## src/common/oml_map.svh

```systemverilog
`ifndef OML_MAP_SVH
`define OML_MAP_SVH
// command opcodes
`define OML_OP_WREN 8'h06
`define OML_OP_WRDI 8'h04
`define OML_OP_GETF 8'h0F
`define OML_OP_SETF 8'h1F
`define OML_OP_PEXE 8'h10
`define OML_OP_PRD 8'h13
`define OML_OP_ERS 8'hD8
`define OML_OP_PROT 8'h2C
`define OML_OP_RST 8'hFF
// feature addresses
`define OML_FA_CFG 8'hB0
`define OML_FA_STAT 8'hC0
// configuration field positions and reset value
`define OML_CFG_HI 7
`define OML_CFG_MID 6
`define OML_CFG_LO 1
`define OML_CFG_ECC 4
`define OML_CFG_RST 8'h10
// page addresses
`define OML_PG_UID 16'h0000
`define OML_PG_PARAM 16'h0001
`define OML_PG_FIRST 16'h0002
`define OML_PG_LAST 16'h000B
// correction result after clear
`define OML_ECC_NONE 3'h0
// busy lengths in clock cycles
`define OML_NV_BUSY 64
`define OML_RST_BUSY 16
`endif

```

## src/common/oml_pkg.sv

```systemverilog
package oml_pkg;
  // decoded configuration mode
  typedef enum logic [1:0] {
    OML_NORMAL = 2'b00,
    OML_OTP = 2'b01,
    OML_PROT = 2'b10,
    OML_BOOTDIS = 2'b11
  } oml_mode_t;
  // control sequencer
  typedef enum logic [1:0] {
    ST_IDLE = 2'b00,
    ST_ENG = 2'b01,
    ST_TIMED = 2'b10,
    ST_INIT = 2'b11
  } oml_state_t;
  // array engine operation
  typedef enum logic [1:0] {
    ENG_READ = 2'b00,
    ENG_PROG = 2'b01,
    ENG_ERASE = 2'b10,
    ENG_PROT = 2'b11
  } oml_eng_op_t;
  // array engine target area
  typedef enum logic [1:0] {
    TGT_MAIN = 2'b00,
    TGT_OTP = 2'b01,
    TGT_UID = 2'b10,
    TGT_PARAM = 2'b11
  } oml_tgt_t;
  typedef struct packed {
    logic valid;
    oml_eng_op_t op;
    oml_tgt_t tgt;
    logic [15:0] page;
    logic ecc_on;
    logic clear_only;
  } oml_eng_req_t;
  typedef struct packed {
    logic done;
    logic fail;
    logic [2:0] ecc;
  } oml_eng_rsp_t;
  typedef struct packed {
    logic sck;
    logic cs_n;
    logic si;
  } oml_pins_t;
endpackage

```

## src/design/oml_otp_ctrl.sv

```systemverilog
`timescale 1ns/1ns
`include "oml_map.svh"
// How it works
// - otp bits only clear, never erased
// - ten otp pages at 02h..0Bh, ascending
// - config bits decode into four modes
// - B0h 40h/50h enters otp mode
// - otp mode routes program/read to otp
// - erase ignored in otp mode
// - otp page 00h uid, 01h parameter
// - out-of-range otp program fails, ignored
// - protected otp area refuses program
// - read beyond range gives invalid data
// - B0h 00h/10h returns to normal
// - reset command leaves otp mode
// - C0h then program execute locks otp
// - repeated lock ignored, status 00h
// - C2h then program execute disables boot protect
// - repeated disable ignored, status 00h
// - status register read at C0h
// - bit 0 busy during operations
// - bit 1 write latch set/cleared
// - bit 2 erase fail set/cleared
// - bit 3 program fail set/cleared
// - bits 6:4 correction result codes
// - correction field cleared per read, power-up read
// - protect ignored once boot disable taken
// - config bit 4 enables ecc
module oml_otp_ctrl #(
  parameter int unsigned NV_BUSY_CYC = `OML_NV_BUSY,
  parameter int unsigned RST_BUSY_CYC = `OML_RST_BUSY
) (
  input wire logic clock,
  input wire logic sys_rst,
  input wire oml_pkg::oml_pins_t pins,
  output logic so,
  output logic so_oe_n,
  output oml_pkg::oml_eng_req_t eng_req,
  input wire oml_pkg::oml_eng_rsp_t eng_rsp
);
  import oml_pkg::*;

  // ***************
  // checks and helpers
  // ***************
  generate
    if (NV_BUSY_CYC < 2 || NV_BUSY_CYC > 65535 ||
        RST_BUSY_CYC < 1 || RST_BUSY_CYC > 65535)
    begin : g_bad
      $error("busy counts out of range");
    end
  endgenerate

  // config byte to mode
  function automatic oml_mode_t mode_of(input logic [7:0] c);
    logic [2:0] s;
    s = {c[`OML_CFG_HI], c[`OML_CFG_MID], c[`OML_CFG_LO]};
    unique case (s)
      3'b010: mode_of = OML_OTP;
      3'b110: mode_of = OML_PROT;
      3'b111: mode_of = OML_BOOTDIS;
      default: mode_of = OML_NORMAL; // reserved codes act normal
    endcase
  endfunction

  // build an engine request
  function automatic oml_eng_req_t mk_req(input oml_eng_op_t op,
      input oml_tgt_t tgt, input logic [15:0] pg, input logic ecc);
    mk_req.valid = 1'b1;
    mk_req.op = op;
    mk_req.tgt = tgt;
    mk_req.page = pg;
    mk_req.ecc_on = ecc;
    mk_req.clear_only = (tgt == TGT_OTP);
  endfunction

  // ***************
  // pin synchronisers
  // ***************
  oml_pins_t pins_q1; // first stage, read only by second
  oml_pins_t pins_q2; // safe sampled pins
  logic sck_q3; // previous clock level
  always_ff @(posedge clock or posedge sys_rst)
  begin
    if (sys_rst)
    begin
      pins_q1 <= 3'h2;
      pins_q2 <= 3'h2;
      sck_q3 <= 1'b0;
    end
    else
    begin
      pins_q1 <= pins;
      pins_q2 <= pins_q1;
      sck_q3 <= pins_q2.sck;
    end
  end

  wire cs_idle = pins_q2.cs_n; // frame closed
  wire sck_rise = pins_q2.sck & ~sck_q3 & ~cs_idle;
  wire sck_fall = ~pins_q2.sck & sck_q3 & ~cs_idle;

  // ***************
  // serial receiver
  // ***************
  logic [2:0] bit_cnt_r; // bit within byte
  logic [2:0] byte_cnt_r; // bytes seen, saturates at 4
  logic [6:0] sh_r; // partial byte
  logic [7:0] opc_r; // frame opcode
  logic [7:0] fa_r; // feature address
  logic [7:0] addr_r; // high page address byte
  wire [7:0] byte_in = {sh_r, pins_q2.si};
  wire byte_done = sck_rise & (bit_cnt_r == 3'h7);
  always_ff @(posedge clock or posedge sys_rst)
  begin
    if (sys_rst)
    begin
      bit_cnt_r <= 3'h0;
      byte_cnt_r <= 3'h0;
      sh_r <= 7'h00;
      opc_r <= 8'h00;
      fa_r <= 8'h00;
      addr_r <= 8'h00;
    end
    else if (cs_idle)
    begin
      bit_cnt_r <= 3'h0;
      byte_cnt_r <= 3'h0;
    end
    else if (sck_rise)
    begin
      bit_cnt_r <= bit_cnt_r + 3'h1;
      sh_r <= byte_in[6:0];
      if (byte_done && byte_cnt_r != 3'h4)
        byte_cnt_r <= byte_cnt_r + 3'h1;
      if (byte_done && byte_cnt_r == 3'h0)
        opc_r <= byte_in;
      if (byte_done && byte_cnt_r == 3'h1)
        fa_r <= byte_in;
      if (byte_done && byte_cnt_r == 3'h2)
        addr_r <= byte_in;
    end
  end

  // ***************
  // command decode
  // ***************
  oml_state_t state_r; // sequencer
  logic [7:0] cfg_r; // configuration feature
  logic wel_r; // write_latch_flag
  logic efail_r; // erase fail
  logic pfail_r; // program fail
  logic [2:0] ecc_r; // correction_result_field
  logic otp_prot_r; // otp area locked
  logic boot_dis_r; // boot protection disabled
  oml_mode_t timed_r; // kind of timed operation
  logic [15:0] tmr_r; // timed operation counter
  oml_eng_req_t eng_req_r; // engine request
  wire idle = (state_r == ST_IDLE);
  wire oml_mode_t mode = mode_of(cfg_r);
  wire ecc_en = cfg_r[`OML_CFG_ECC];
  wire op0 = byte_done & (byte_cnt_r == 3'h0);
  wire cmd_rst = op0 & (byte_in == `OML_OP_RST);
  wire cmd_wren = op0 & idle & (byte_in == `OML_OP_WREN);
  wire cmd_wrdi = op0 & idle & (byte_in == `OML_OP_WRDI);
  wire cmd_setf = byte_done & idle & (byte_cnt_r == 3'h2) & (opc_r == `OML_OP_SETF);
  wire a3 = byte_done & idle & (byte_cnt_r == 3'h3);
  wire cmd_pe = a3 & (opc_r == `OML_OP_PEXE) & wel_r;
  wire cmd_rd = a3 & (opc_r == `OML_OP_PRD);
  wire cmd_ers = a3 & (opc_r == `OML_OP_ERS) & wel_r;
  wire cmd_prot = a3 & (opc_r == `OML_OP_PROT) & wel_r;
  wire [15:0] pg = {addr_r, byte_in}; // page/block address
  wire otp_pg_ok = (pg >= `OML_PG_FIRST) && (pg <= `OML_PG_LAST);
  wire [7:0] status = {1'b0, ecc_r, pfail_r, efail_r, wel_r, ~idle};
  wire getf_load = byte_done & (byte_cnt_r != 3'h0) & (opc_r == `OML_OP_GETF);
  wire [7:0] fa_sel = (byte_cnt_r == 3'h1) ? byte_in : fa_r;
  wire [7:0] feat = (fa_sel == `OML_FA_STAT) ? status :
                    (fa_sel == `OML_FA_CFG) ? cfg_r : 8'h00;
  wire oml_tgt_t rd_tgt = (mode != OML_OTP) ? TGT_MAIN :
                          (pg == `OML_PG_UID) ? TGT_UID :
                          (pg == `OML_PG_PARAM) ? TGT_PARAM : TGT_OTP;

  // ***************
  // control sequencer
  // ***************
  always_ff @(posedge clock or posedge sys_rst)
  begin
    if (sys_rst)
    begin
      state_r <= ST_INIT;
      cfg_r <= `OML_CFG_RST;
      wel_r <= 1'b0;
      efail_r <= 1'b0;
      pfail_r <= 1'b0;
      ecc_r <= `OML_ECC_NONE;
      otp_prot_r <= 1'b0;
      boot_dis_r <= 1'b0;
      timed_r <= OML_NORMAL;
      tmr_r <= 16'h0000;
      eng_req_r <= '0;
    end
    else
    begin
      eng_req_r.valid <= 1'b0;
      if (cmd_rst)
      begin
        // abort, leave otp mode, clear status
        cfg_r[`OML_CFG_HI] <= 1'b0;
        cfg_r[`OML_CFG_MID] <= 1'b0;
        cfg_r[`OML_CFG_LO] <= 1'b0;
        wel_r <= 1'b0;
        efail_r <= 1'b0;
        pfail_r <= 1'b0;
        ecc_r <= `OML_ECC_NONE;
        state_r <= ST_TIMED;
        timed_r <= OML_NORMAL;
        tmr_r <= 16'(RST_BUSY_CYC);
      end
      else
      begin
        unique case (state_r)
          ST_INIT:
          begin
            // power-up read of block 0 page 0
            eng_req_r <= mk_req(ENG_READ, TGT_MAIN, 16'h0000, ecc_en);
            state_r <= ST_ENG;
          end
          ST_IDLE:
          begin
            if (cmd_wren)
              wel_r <= 1'b1;
            if (cmd_wrdi)
              wel_r <= 1'b0;
            if (cmd_setf && fa_r == `OML_FA_CFG)
              cfg_r <= byte_in;
            if (cmd_rd)
            begin
              ecc_r <= `OML_ECC_NONE;
              eng_req_r <= mk_req(ENG_READ, rd_tgt, pg, ecc_en);
              state_r <= ST_ENG;
            end
            if (cmd_ers && mode != OML_OTP)
            begin
              efail_r <= 1'b0;
              eng_req_r <= mk_req(ENG_ERASE, TGT_MAIN, pg, ecc_en);
              state_r <= ST_ENG;
            end
            if (cmd_prot && !boot_dis_r)
            begin
              pfail_r <= 1'b0;
              eng_req_r <= mk_req(ENG_PROT, TGT_MAIN, pg, ecc_en);
              state_r <= ST_ENG;
            end
            if (cmd_pe)
            begin
              pfail_r <= 1'b0;
              unique case (mode)
                OML_NORMAL:
                begin
                  eng_req_r <= mk_req(ENG_PROG, TGT_MAIN, pg, ecc_en);
                  state_r <= ST_ENG;
                end
                OML_OTP:
                begin
                  if (otp_pg_ok && !otp_prot_r)
                  begin
                    eng_req_r <= mk_req(ENG_PROG, TGT_OTP, pg, ecc_en);
                    state_r <= ST_ENG;
                  end
                  else
                    pfail_r <= 1'b1;
                end
                OML_PROT, OML_BOOTDIS:
                begin
                  if (mode == OML_PROT ? otp_prot_r : boot_dis_r)
                  begin
                    // already done: ignore, status reads 00h
                    wel_r <= 1'b0;
                    efail_r <= 1'b0;
                    ecc_r <= `OML_ECC_NONE;
                  end
                  else
                  begin
                    state_r <= ST_TIMED;
                    timed_r <= mode;
                    tmr_r <= 16'(NV_BUSY_CYC);
                  end
                end
              endcase
            end
          end
          ST_ENG:
          begin
            // engine completion updates status
            if (eng_rsp.done)
            begin
              state_r <= ST_IDLE;
              unique case (eng_req_r.op)
                ENG_READ: ecc_r <= eng_rsp.ecc;
                ENG_ERASE:
                  if (eng_rsp.fail)
                    efail_r <= 1'b1;
                  else
                    wel_r <= 1'b0;
                ENG_PROG, ENG_PROT:
                  if (eng_rsp.fail)
                    pfail_r <= 1'b1;
                  else
                    wel_r <= 1'b0;
              endcase
            end
          end
          ST_TIMED:
          begin
            // internal busy period
            if (tmr_r == 16'h0001)
            begin
              state_r <= ST_IDLE;
              if (timed_r == OML_PROT)
                otp_prot_r <= 1'b1;
              if (timed_r == OML_BOOTDIS)
                boot_dis_r <= 1'b1;
              if (timed_r != OML_NORMAL)
                wel_r <= 1'b0;
            end
            else
              tmr_r <= tmr_r - 16'h0001;
          end
        endcase
      end
    end
  end
  assign eng_req = eng_req_r;

  // ***************
  // serial transmitter
  // ***************
  logic [7:0] out_r; // outgoing byte
  logic tx_en_r; // data phase of get feature
  logic so_r; // output pin
  logic so_oe_n_r; // low while driving
  always_ff @(posedge clock or posedge sys_rst)
  begin
    if (sys_rst)
    begin
      out_r <= 8'h00;
      tx_en_r <= 1'b0;
      so_r <= 1'b0;
      so_oe_n_r <= 1'b1;
    end
    else if (cs_idle)
    begin
      tx_en_r <= 1'b0;
      so_oe_n_r <= 1'b1;
    end
    else if (getf_load)
    begin
      out_r <= feat; // reloaded each byte for live polling
      tx_en_r <= 1'b1;
    end
    else if (sck_fall && tx_en_r)
    begin
      so_r <= out_r[7];
      out_r <= {out_r[6:0], 1'b0};
      so_oe_n_r <= 1'b0;
    end
  end
  assign so = so_r;
  assign so_oe_n = so_oe_n_r;
endmodule

```

## config.mk

```make
export PLATFORM = sky130hd
export DESIGN_NAME = oml_otp_ctrl
export DESIGN_NICKNAME = d
export VERILOG_FILES = /design/src/common/oml_pkg.sv /design/src/design/oml_otp_ctrl.sv
export VERILOG_INCLUDE_DIRS = /design/src /design/src/common
export SDC_FILE = /design/constraint.sdc
export NUM_CORES = 1
export LEC_CHECK = 0
export BUFFER_PORTS_ARGS = -buffer_cell sky130_fd_sc_hd__buf_4
export CORE_ASPECT_RATIO = 0.8
export CORE_MARGIN = 2
export CORE_UTILIZATION = 55
export DETAILED_ROUTE_END_ITERATION = 16
export PLACE_DENSITY_LB_ADDON = 0.12
export SYNTH_ARGS = -nofsm -noshare
export SYNTH_HDL_FRONTEND = slang
export SYNTH_SLANG_ARGS = --single-unit
export TNS_END_PERCENT = 30
```

## constraint.sdc

```tcl
create_clock -name clock -period 9.23 [get_ports clock]
set_clock_uncertainty 0.05 [all_clocks]
set_input_delay 2.769 -clock clock [delete_from_list [all_inputs] [get_ports clock]]
set_output_delay 2.769 -clock clock [all_outputs]
set_load 0.05 [all_outputs]
```

==> impl_results.md, run 1 <==
- Crit path max fanout: 2
- Number of global-route vias before repair: 4328
- Worst path cell trace: buf_4
- YS warnings: 0
- Postcts setup bufs: 0
- Fin nets: 599
- Die width: 118.0 µm
- Gate Count Post-Synth: roughly 540
- Inst Count DP: 696
- Setup TNS: 0 ns
- Post-synth EDFFs: 0
- Area growth, synth to finish: 17.45%
- Filler Cells Inserted: 802
- CTS Buf Count: 17
- Synthesized flop and latch total: 114
- Ant. Diodes: 0
- Headroom to the max-slew limit: a little over a third
- Crit. End Element: output pin
- Most frequent cell after synthesis: dfrtp_1
- DP Area: 0.006086 mm²
- CTS Buffer Depth: 2
- Max IR drop VDD: 0.1695 mV
- Initial antenna violation count: 0
- Min-delay src: pins_q1[0]$_DFF_PP0_
- Switching Fraction: 23.81%
- Worst slew pin tran: about 0.95 ns
- Synthesized net count: 563
- Switching pwr: 0.0003124 W
- Io pins: 35
- Hold_buf cts: 0
- CTS clk-pin slew, worst paths: about 0.050 ns
- Pwr dens: 195.4 mW/mm²
- Seq pwr share: 42.6%
- First-pass iteration count of the detailed router: 5
- Global-route wire length before repair: 22380 µm
- Core footprint: 0.01020 mm²
- Antenna Nets Post-Route: 0
- Top-area cell type share of the netlist area: 47.29%
- Die Area: 0.01123 mm²
- Post-synth ARST share: 100.0%
- Internal: roughly 0.001 W
- WP data arrival: 1.12 ns
- WL final: 13470 µm
- FMAX: approximately 250 MHz
- Critical path data required time: 6.41 ns
- Cell family with most CP delay: flip-flops
- Initial Util: 56.04%
- FF-to-FF Start: bit_cnt_r[0]$_DFFE_PP0P_
- Global Route Usage Sum: 25.85%
- Crit path launch: so_oe_n$_DFFE_PP1P_
- Largest net degree at the start of global routing: 70
- Avg Vias per Cell: around 6
- Final period util: between 40% and 50%
- Minimum clock period: roughly 3.9 ns
- Final setup viols: 0
- Drc violations: 0
- Clock network fraction of design power: 53.0%
- Comb power frac: 4.5%
- Leakage: about 3.1 nW
- CP Class: flop to output pin
- Synth top area cells: dfrtp_1, mux2_2, nand2_1
- H-tree levels: 4
- Per-cell routed wire length: 18.50 µm
- Worst Path Buf+Inv: 1
- Post-DP HPWL: 9237 µm
- Final hold violation count: 0
- Root buffer cell: clkbuf_16
- Share of post-route cells with drive strength above 1: 21.77%
- Startpoint types: flop
- Synth cell types: 71
- Starting DRT DRC Count: around 410
- Min-Delay Path Class: flop to flop
- Crit path largest cell delay: 0.52 ns
- Final Max Slew Viols: 0
- Post_cts resized: 0
- Post-synthesis sequential area ratio: approximately 50%
- Finished Layout Cells: roughly 730
- Syn_area_per_cell: 10.60 µm²
- Gpl congestion: 0.9087
- Clk_lat worst skew: 0.41 ns
- Grt total ovfl: 0
- Max Cap Violations: 0
- Area leader, netlist: dfrtp_1
- RSZ-0062 raised after global routing: false
- Clk sink count: 114
- TritonCTS clock tree: yes
- Synth top cells by count: dfrtp_1, nand2_1, nor2_1
- Core Rows: 33
- Post-Syn Area: between 0.005 and 0.006 mm²
- Final hold slack: 0.2959 ns
- Status: complete, no violations
- Slowest-stage cell, CP: dfstp_2
- Dominant synthesized flop cell: dfrtp_1
- Final Cell Area: 0.006713 mm²
- Die height: 95.18 µm
- DR vias: 4371
- Port bufs: 34
[layout by cell type, fill, tap and decap left out, types with 3 or more instances in the layout]
master	instances
nor2b_1	7
nand2b_1	9
nand3_1	20
inv_1	20
nor2_1	39
xnor2_1	7
or2_2	3
a22oi_1	8
mux2i_1	10
clkbuf_16	17
a32o_1	4
dfrtp_1	108
bufinv_16	4
a211o_1	4
nor3_1	13
o31ai_1	5
o21ai_0	20
a21oi_1	28
mux2_2	32
nand2_1	47
a22o_1	4
a2bb2oi_1	13
dfstp_2	6
a21o_1	4
and2_1	3
buf_4	39
ha_1	14
nor4_1	6
o21ai_1	6
nand4_1	4
or3_1	14
or4_1	4
[logic make-up (layout without fill, tap and decap cells)]
group / Yosys count / count (layout) / synth area share [%]
adder cells (fa/ha/maj): 14 / 14 / 3.065
multiplexers: 42 / 42 / 8.056
flip-flops: 114 / 114 / 50.04
XOR/XNOR: 7 / 7 / 1.073
AND/OR/NAND/NOR: 201 / 201 / 20.21
AO/OA/AOI/OAI: 117 / 117 / 14.36
buffers and inverters: 44 / 93 / 3.196
[path summary, 6_finish.rpt]
path / endpoint / slack, ns / cells after the start
hold reg to reg: byte_in[0]$_DFF_PP0_ / 0.30 / 0
setup / recovery: so_oe_n / 5.29 / 1
max in group asynchronous: timed_r[1]$_DFFE_PP0P_ / 5.47 / 3
setup reg to reg: eng_req[15]$_DFFE_PP0P_ / 6.01 / 9
min in group asynchronous: tmr_r[11]$_DFFE_PP0P_ / 2.37 / 2
hold / removal: byte_in[0]$_DFF_PP0_ / 0.30 / 0
[power groups by stage]
| stage | clock, W | sequential (W) | combinational [W] |
|---|---|---|---|
| after global routing | 0.000730 | 0.000562 | 0.0000671 |
| after detailed placement | 0 | 0.000566 | 0.0000584 |
| after floorplan | 0 | 0.000527 | 0.0000703 |
| final | 0.000695 | 0.000559 | 0.0000586 |
| after CTS | 0.000703 | 0.000558 | 0.0000590 |
| after global placement | 0 | 0.000566 | 0.0000572 |
[flip-flops by register name, indices dropped and copies added, names as in the netlist, 7 cells and up]
signal and count:
sh_r 7, tmr_r 16, cfg_r 8, addr_r 8, out_r 8, fa_r 8
opc_r 8, eng_req 23
[metrics by stage]
stage / setup WS (ns) / util [%] / power, W
after floorplan: 3.405 / - / 0.0005977
after global placement: 4.985 / 59.67 / 0.0006237
after detailed placement: 4.951 / 59.67 / 0.0006241
after CTS: 5.272 / 65.82 / 0.001320
after global routing: 5.208 / 65.82 / 0.001359
final: 5.287 / 65.82 / 0.001312
[layout make-up]
type,instances,area [µm²],share of cell area [%]
inverter,22,85.08,1.267
clock inverter,12,180.2,2.684
timing repair buffer,39,292.8,4.362
sequential,114,2860,42.61
multi-input combinational,381,2673,39.81
tap,140,175.2,2.610
clock buffer,20,446.7,6.654
[routing by layer]
metal | up-vias | GRT usage (%) | share of wire (%)
met3 | 15 | 6.758 | 5.5
met1 | 2163 | 36.28 | 47
met4 | 0 | 6.627 | 0.72
met5 | - | 0 | 0
met2 | 134 | 40.41 | 47
li1 | 2059 | - | -
No activity file was read; power rests on OpenSTA's default activity.
==> run 2, diff against run 1 <==
==> constraint.sdc (replaced) <==
create_clock -name clock -period 3.2 [get_ports clock]
set_clock_uncertainty 0.05 [all_clocks]
set_input_delay 0.96 -clock clock [delete_from_list [all_inputs] [get_ports clock]]
set_output_delay 0.96 -clock clock [all_outputs]
set_load 0.05 [all_outputs]
==> impl_results.md, run 2 (synthesis gave the netlist of run 1 again) <==
- Ant. Diodes: 0 (unchanged)
- First-pass iteration count of the detailed router: 5 (unchanged)
- Crit. End Element: flop (was output pin)
- Core footprint: 0.01020 mm² (unchanged)
- Comb power frac: 8.2% (was 4.5%)
- Worst slew pin tran: 0.9457 ns (was 0.9455 ns)
- Seq pwr share: 40.1% (was 42.6%)
- Switching pwr: 0.0008984 W (was 0.0003124 W)
- Die Area: 0.01123 mm² (unchanged)
- Clock network fraction of design power: 51.7% (was 53.0%)
- Hold EP: pins_q2[2]$_DFF_PP0_ (was byte_in[0]$_DFF_PP0_)
- Starting DRT DRC Count: 405 (was 409)
- Inst Count DP: 711 (was 696)
- Most frequent cells in the layout: dfrtp_1, buf_4, nand2_1, nor2_1, mux2_2 (was dfrtp_1, nand2_1, nor2_1, buf_4, mux2_2)
- Switching Fraction: 23.61% (was 23.81%)
- Fin nets: 614 (was 599)
- Status: complete, no violations (unchanged)
- Highest metal used: met4 (unchanged)
- Max Cap Violations: 0 (unchanged)
- Die height: 95.18 µm (unchanged)
- CTS Buf Count: 17 (unchanged)
- Final hold violation count: 0 (unchanged)
- Clk sink count: 114 (unchanged)
- Most common cell after layout, fill and taps aside: dfrtp_1 (unchanged)
- Min-delay src: pins_q1[2]$_DFF_PP0_ (was pins_q1[0]$_DFF_PP0_)
- Hold_buf cts: 0 (unchanged)
- Startpoint types: flop (unchanged)
- Io pins: 35 (unchanged)
- Port bufs: 34 (unchanged)
- Metal-1 WL: 6639 µm (was 6360 µm)
- WL final: 13500 µm (was 13470 µm)
- R2R Setup Slk: 0.22 ns (was 6.01 ns)
- RSZ-0062 raised after global routing: false (unchanged)
- Global Route Usage Sum: 26.01% (was 25.85%)
- Met2 WL post-DR: 5786 µm (was 6264 µm)
- Crit path max fanout: 16 (was 2)
- Drc violations: 0 (unchanged)
- Core Rows: 33 (unchanged)
- Post-DP HPWL: 9554 µm (was 9237 µm)
- Area growth, synth to finish: 19.59% (was 17.45%)
- Clk_lat worst skew: 0.42 ns (was 0.41 ns)
- Leakage: 3.223 nW (was 3.147 nW)
- Initial antenna violation count: 0 (unchanged)
- FF-to-FF Start: bit_cnt_r[0]$_DFFE_PP0P_ (unchanged)
- CTS clk-pin slew, worst paths: 0.05 ns (about the same)
- Root buffer cell: clkbuf_16 (unchanged)
- Final setup viols: 0 (unchanged)
- Filler Cells Inserted: 794 (was 802)
- Final Cell Area: 0.006835 mm² (was 0.006713 mm²)
- Storage cell area: 0.002860 mm² (unchanged)
- TritonCTS clock tree: yes (unchanged)
- Max IR drop VDD: 0.3415 mV (was 0.1695 mV)
- Area of the multi-input gates: 0.002679 mm² (was 0.002673 mm²)
- Per-cell routed wire length: 18.17 µm (was 18.50 µm)
- CTS Buffer Depth: 2 (unchanged)
- Avg Vias per Cell: 5.962 (was 6.004)
- Setup TNS: 0 ns (unchanged)
- Internal: 0.002906 W (was 0.0009995 W)
- WL met3: 852 µm (was 746 µm)
- Min-Delay Path Class: flop to flop (unchanged)
- Final WS setup: 0.2166 ns (was 5.287 ns)
- Max reg flops: 23 (unchanged)
- Grt total ovfl: 0 (unchanged)
- Finished Layout Cells: 743 (was 728)
- Global-route wire length before repair: 22250 µm (was 22380 µm)
- Antenna Nets Post-Route: 0 (unchanged)
- Largest net degree at the start of global routing: 45 (was 70)
- Reg2Reg Capture Point: eng_req[6]$_DFFE_PP0P_ (was eng_req[15]$_DFFE_PP0P_)
- Share of post-route cells with drive strength above 1: 23.71% (was 21.77%)
- H-tree levels: 4 (unchanged)
- Critical path data required time: 3.48 ns (was 6.41 ns)
- CP Class: flop to flop (was flop to output pin)
- DR vias: 4430 (was 4371)
- Dpl ws: 0.08717 ns (was 4.951 ns)
- Number of global-route vias before repair: 4268 (was 4328)
- Gpl congestion: 0.9281 (was 0.9087)
- Die width: 118.0 µm (unchanged)
- Postcts setup bufs: 0 (unchanged)
- Headroom to the max-slew limit: 36.10% (was 36.11%)
- FMAX: 335.2 MHz
- DP Area: 0.006212 mm² (was 0.006086 mm²)
- Pwr dens: 556.6 mW/mm² (was 195.4 mW/mm²)
- Final period util: 93.23%
- Crit path launch: bit_cnt_r[0]$_DFFE_PP0P_ (was so_oe_n$_DFFE_PP1P_)
- Depth of the worst register-to-register path: 9 (unchanged)
- Hold path cells: 0 (unchanged)
- Final Max Slew Viols: 0 (unchanged)
- Minimum clock period: slightly below 3 ns
- WP data arrival: 3.27 ns (was 1.12 ns)
- Initial Util: 56.04% (unchanged)
-- run 2: cell types whose count changed in the layout (fill, tap and decap cells not counted), sizes merged --
cell,previous run,this run
inv,23,20
clkbuf,20,24
bufinv,4,3
buf,39,54
-- run 2: power groups by stage --
| stage | clock (W) | sequential [W] | combinational (W) |
|---|---|---|---|
| 2_1_floorplan | 0 | 0.00152 | 0.000203 |
| 3_3_place_gp | 0 | 0.00154 | 0.000303 |
| 3_5_place_dp | 0 | 0.00155 | 0.000312 |
| 4_1_cts | 0.00199 | 0.00152 | 0.000314 |
| 5_1_grt | 0.00207 | 0.00153 | 0.000348 |
| 6_report | 0.00197 | 0.00152 | 0.000312 |
-- run 2: area by class of cell --
class	count	area share [%]
clock buffer	24	7.194
clock inverter	8	1.830
inverter	22	1.263
multi-input combinational	381	39.19
sequential	114	41.85
tap	140	2.563
timing repair buffer	54	6.114
-- run 2: worst max path at each step --
stage | end | slack (ns)
2_1_floorplan | cfg_r[0]$_DFFE_PP0P_ | 0.62
3_3_place_gp | eng_req[12]$_DFFE_PP0P_ | 0.24
3_5_place_dp | eng_req[3]$_DFFE_PP0P_ | 0.09
4_1_cts | eng_req[4]$_DFFE_PP0P_ | 0.07
5_1_grt | eng_req[7]$_DFFE_PP0P_ | 0.01
6_report | eng_req[6]$_DFFE_PP0P_ | 0.22
-- run 2: metal layers --
metal  track usage, %  vias up
met1            38.34     2189
met5                0        -
met2            36.87      141
met3            7.416       24
li1                 -     2076
met4            8.735        0
-- run 2: worst max-delay path: stages (launching register included) --
cell	delay [ns]
dfrtp_1	0.36
ha_1	0.16
ha_1	0.20
nor4bb_2	0.51
nand3_1	0.30
nor4b_2	0.49
a22oi_1	0.26
nor2_2	0.15
buf_4	0.22
a2bb2oi_1	0.20
-- run 2: metrics by stage --
stage / total power (W) / hold slack [ns] / utilization [%]
after detailed placement: 0.001858 / 0.2864 / 60.91
after global routing: 0.003943 / 0.3095 / 67.02
final: 0.003805 / 0.2951 / 67.02
after floorplan: 0.001724 / 0.2812 / -
after CTS: 0.003825 / 0.2988 / 66.96
after global placement: 0.001848 / 0.2824 / 60.91
-- run 2: repair_timing --
item                                   CTS  global route
gates resized for setup                  0             1
endpoints found under the hold margin    0             0
setup endpoints to repair                0            16
==> run 3, diff against run 2 <==
==> constraint.sdc (replaced) <==
create_clock -name clock -period 3.75 [get_ports clock]
set_clock_uncertainty 0.05 [all_clocks]
set_input_delay 1.125 -clock clock [delete_from_list [all_inputs] [get_ports clock]]
set_output_delay 1.125 -clock clock [all_outputs]
set_load 0.05 [all_outputs]
==> impl_results.md, run 3 (synthesis gave the netlist of run 1 again) <==
- Status: complete, no violations (unchanged)
- Ant. Diodes: 0 (unchanged)
- R2R Setup Slk: 0.64 ns (was 0.22 ns)
- Max IR drop VDD: 0.4729 mV (was 0.3415 mV)
- CTS clk-pin slew, worst paths: 0.06 ns (was 0.05 ns)
- FMAX: 321.2 MHz (was 335.2 MHz)
- RSZ-0062 raised after global routing: false (unchanged)
- Crit path depth: 9 (unchanged)
- Initial antenna violation count: 0 (unchanged)
- Core Rows: 33 (unchanged)
- Slowest-stage cell, CP: nor2_2 (was nor4bb_2)
- Per-cell routed wire length: 18.36 µm (was 18.17 µm)
- Final hold violation count: 0 (unchanged)
- FF-to-FF Start: bit_cnt_r[0]$_DFFE_PP0P_ (unchanged)
- Io pins: 35 (unchanged)
- CTS Buffer Depth: 2 (unchanged)
- Starting DRT DRC Count: 351 (was 405)
- Number of global-route vias before repair: 4387 (was 4268)
- First-pass iteration count of the detailed router: 4 (was 5)
- WP data arrival: 3.39 ns (was 3.27 ns)
- Final setup viols: 0 (unchanged)
- Clk_lat worst skew: 0.42 ns (about the same)
- CP Class: flop to flop (unchanged)
- Port bufs: 34 (unchanged)
- Crit path launch: bit_cnt_r[0]$_DFFE_PP0P_ (unchanged)
- Fin nets: 604 (was 614)
- Die height: 95.18 µm (unchanged)
- Share of post-route cells with drive strength above 1: 22.60% (was 23.71%)
- Cell family with most CP delay: simple AND/OR/NAND/NOR gates (unchanged)
- Post-DP HPWL: 9279 µm (was 9554 µm)
- Area growth, synth to finish: 19.72% (was 19.59%)
- Clk sink count: 114 (unchanged)
- Global-route wire length before repair: 22720 µm (was 22250 µm)
- Most common cell after layout, fill and taps aside: dfrtp_1 (unchanged)
- Max Cap Violations: 0 (unchanged)
- Setup TNS: 0 ns (unchanged)
- Hold_buf cts: 0 (unchanged)
- Postcts setup bufs: 0 (unchanged)
- Leakage: 3.213 nW (was 3.223 nW)
- Global Route Usage Sum: 26.05% (was 26.01%)
- Worst slew pin tran: 0.9209 ns (was 0.9457 ns)
- Max reg flops: 23 (unchanged)
- Pwr dens: 505.4 mW/mm² (was 556.6 mW/mm²)
- Core footprint: 0.01020 mm² (unchanged)
- H-tree levels: 4 (unchanged)
- Crit. End Element: flop (unchanged)
- Antenna Nets Post-Route: 0 (unchanged)
- Crit path largest cell delay: 0.60 ns (was 0.51 ns)
- Most frequent cells in the layout: dfrtp_1, nand2_1, buf_4, nor2_1, mux2_2 (was dfrtp_1, buf_4, nand2_1, nor2_1, mux2_2)
- Final Max Slew Viols: 0 (unchanged)
- Avg Vias per Cell: 5.993 (was 5.962)
- Reg2Reg Capture Point: eng_req[7]$_DFFE_PP0P_ (was eng_req[6]$_DFFE_PP0P_)
- Gpl congestion: 0.9134 (was 0.9281)
- TritonCTS clock tree: yes (unchanged)
- Initial Util: 56.04% (unchanged)
- Headroom to the max-slew limit: 37.77% (was 36.10%)
- Post_cts resized: 0 (unchanged)
- Drc violations: 0 (unchanged)
- Min-Delay Path Class: flop to flop (unchanged)
- Die width: 118.0 µm (unchanged)
- Critical path data required time: 4.03 ns (was 3.48 ns)
- Root buffer cell: clkbuf_16 (unchanged)
- Worst Setup EP: eng_req[7]$_DFFE_PP0P_ (was eng_req[6]$_DFFE_PP0P_)
- Die Area: 0.01123 mm² (unchanged)
- Worst Path Buf+Inv: 1 (unchanged)
- Largest net degree at the start of global routing: 54 (was 45)
- Minimum clock period: 3.113 ns (was 2.983 ns)
- Dpl ws: 0.7117 ns (was 0.08717 ns)
- Worst path cell trace: ha_1 -> ha_1 -> nor4bb_1 -> buf_4 -> nand3_1 -> nor4b_2 -> a22oi_1 -> nor2_2 -> a2bb2oi_1 (was ha_1 -> ha_1 -> nor4bb_2 -> nand3_1 -> nor4b_2 -> a22oi_1 -> nor2_2 -> buf_4 -> a2bb2oi_1)
- Worst path most repeated cell: ha_1 (unchanged)
- DR vias: 4393 (was 4430)
- Final period util: 83.02% (was 93.23%)
- Crit path max fanout: 16 (unchanged)
- WL final: 13460 µm (was 13500 µm)
- Startpoint types: flop (unchanged)
- Final WS setup: 0.6369 ns (was 0.2166 ns)
- Grt total ovfl: 0 (unchanged)
- CTS Buf Count: 17 (unchanged)
- Depth of the worst register-to-register path: 9 (unchanged)
run 3: changes by cell type in the layout (fill, tap and decap cells not counted), sizes merged:
cell / before / now
clkinv: 5 / 2
bufinv: 3 / 7
clkbuf: 24 / 20
inv: 20 / 23
buf: 54 / 44
run 3: per-layer routing:
metal	vias to the layer above	global-route usage (%)	wire length [µm]
met5	-	0	0
met4	0	10.84	199
met3	22	6.280	788
met2	140	39.15	6003
met1	2180	36.58	6467
li1	2051	-	-
run 3: where the power goes:
part	switching, W	total, W	internal (W)
Sequential	0.000108	0.00137	0.00126
Clock	0.000582	0.00193	0.00135
Combinational	0.0000833	0.000151	0.0000679
run 3: area by class of cell:
cell class	instances	area [µm²]
multi-input cells	381	2673
repair buffers	44	342.8
clock buffers	20	456.7
clock inverters	12	249.0
flip-flops and latches	114	2860
inverters	22	86.33
well taps	140	175.2
fillers	761	3356
run 3: worst reg2reg max path, cell delays in order, from the launching register on:
cell and delay (ns):
dfrtp_1 0.36, ha_1 0.16, ha_1 0.20, nor4bb_1 0.28
buf_4 0.21, nand3_1 0.22, nor4b_2 0.46, a22oi_1 0.25
nor2_2 0.60, a2bb2oi_1 0.24
run 3: how the worst min path moves through the flow:
| stage | startpoint | to | slack (ns) | cells past startpoint |
|---|---|---|---|---|
| after CTS | pins_q1[0]$_DFF_PP0_ | byte_in[0]$_DFF_PP0_ | 0.30 | 0 |
| final | pins_q1[0]$_DFF_PP0_ | byte_in[0]$_DFF_PP0_ | 0.30 | 0 |
| after detailed placement | pins_q1[0]$_DFF_PP0_ | byte_in[0]$_DFF_PP0_ | 0.29 | 0 |
| after floorplan | pins_q1[0]$_DFF_PP0_ | byte_in[0]$_DFF_PP0_ | 0.28 | 0 |
| after global placement | pins_q1[0]$_DFF_PP0_ | byte_in[0]$_DFF_PP0_ | 0.28 | 0 |
| after global routing | pins_q1[0]$_DFF_PP0_ | byte_in[0]$_DFF_PP0_ | 0.30 | 0 |
run 3: through the flow:
stage / instance area [µm²] / instances / hold WS (ns) / total power (W) / utilization, %
after floorplan: 5719 / 539 / 0.2812 / 0.001471 / -
after global placement: 6137 / 701 / 0.2837 / 0.001536 / 60.18
after detailed placement: 6137 / 701 / 0.2855 / 0.001543 / 60.18
after CTS: 6843 / 733 / 0.2977 / 0.003480 / 67.10
after global routing: 6843 / 733 / 0.3018 / 0.003555 / 67.10
final: 6843 / 733 / 0.2974 / 0.003458 / 67.10
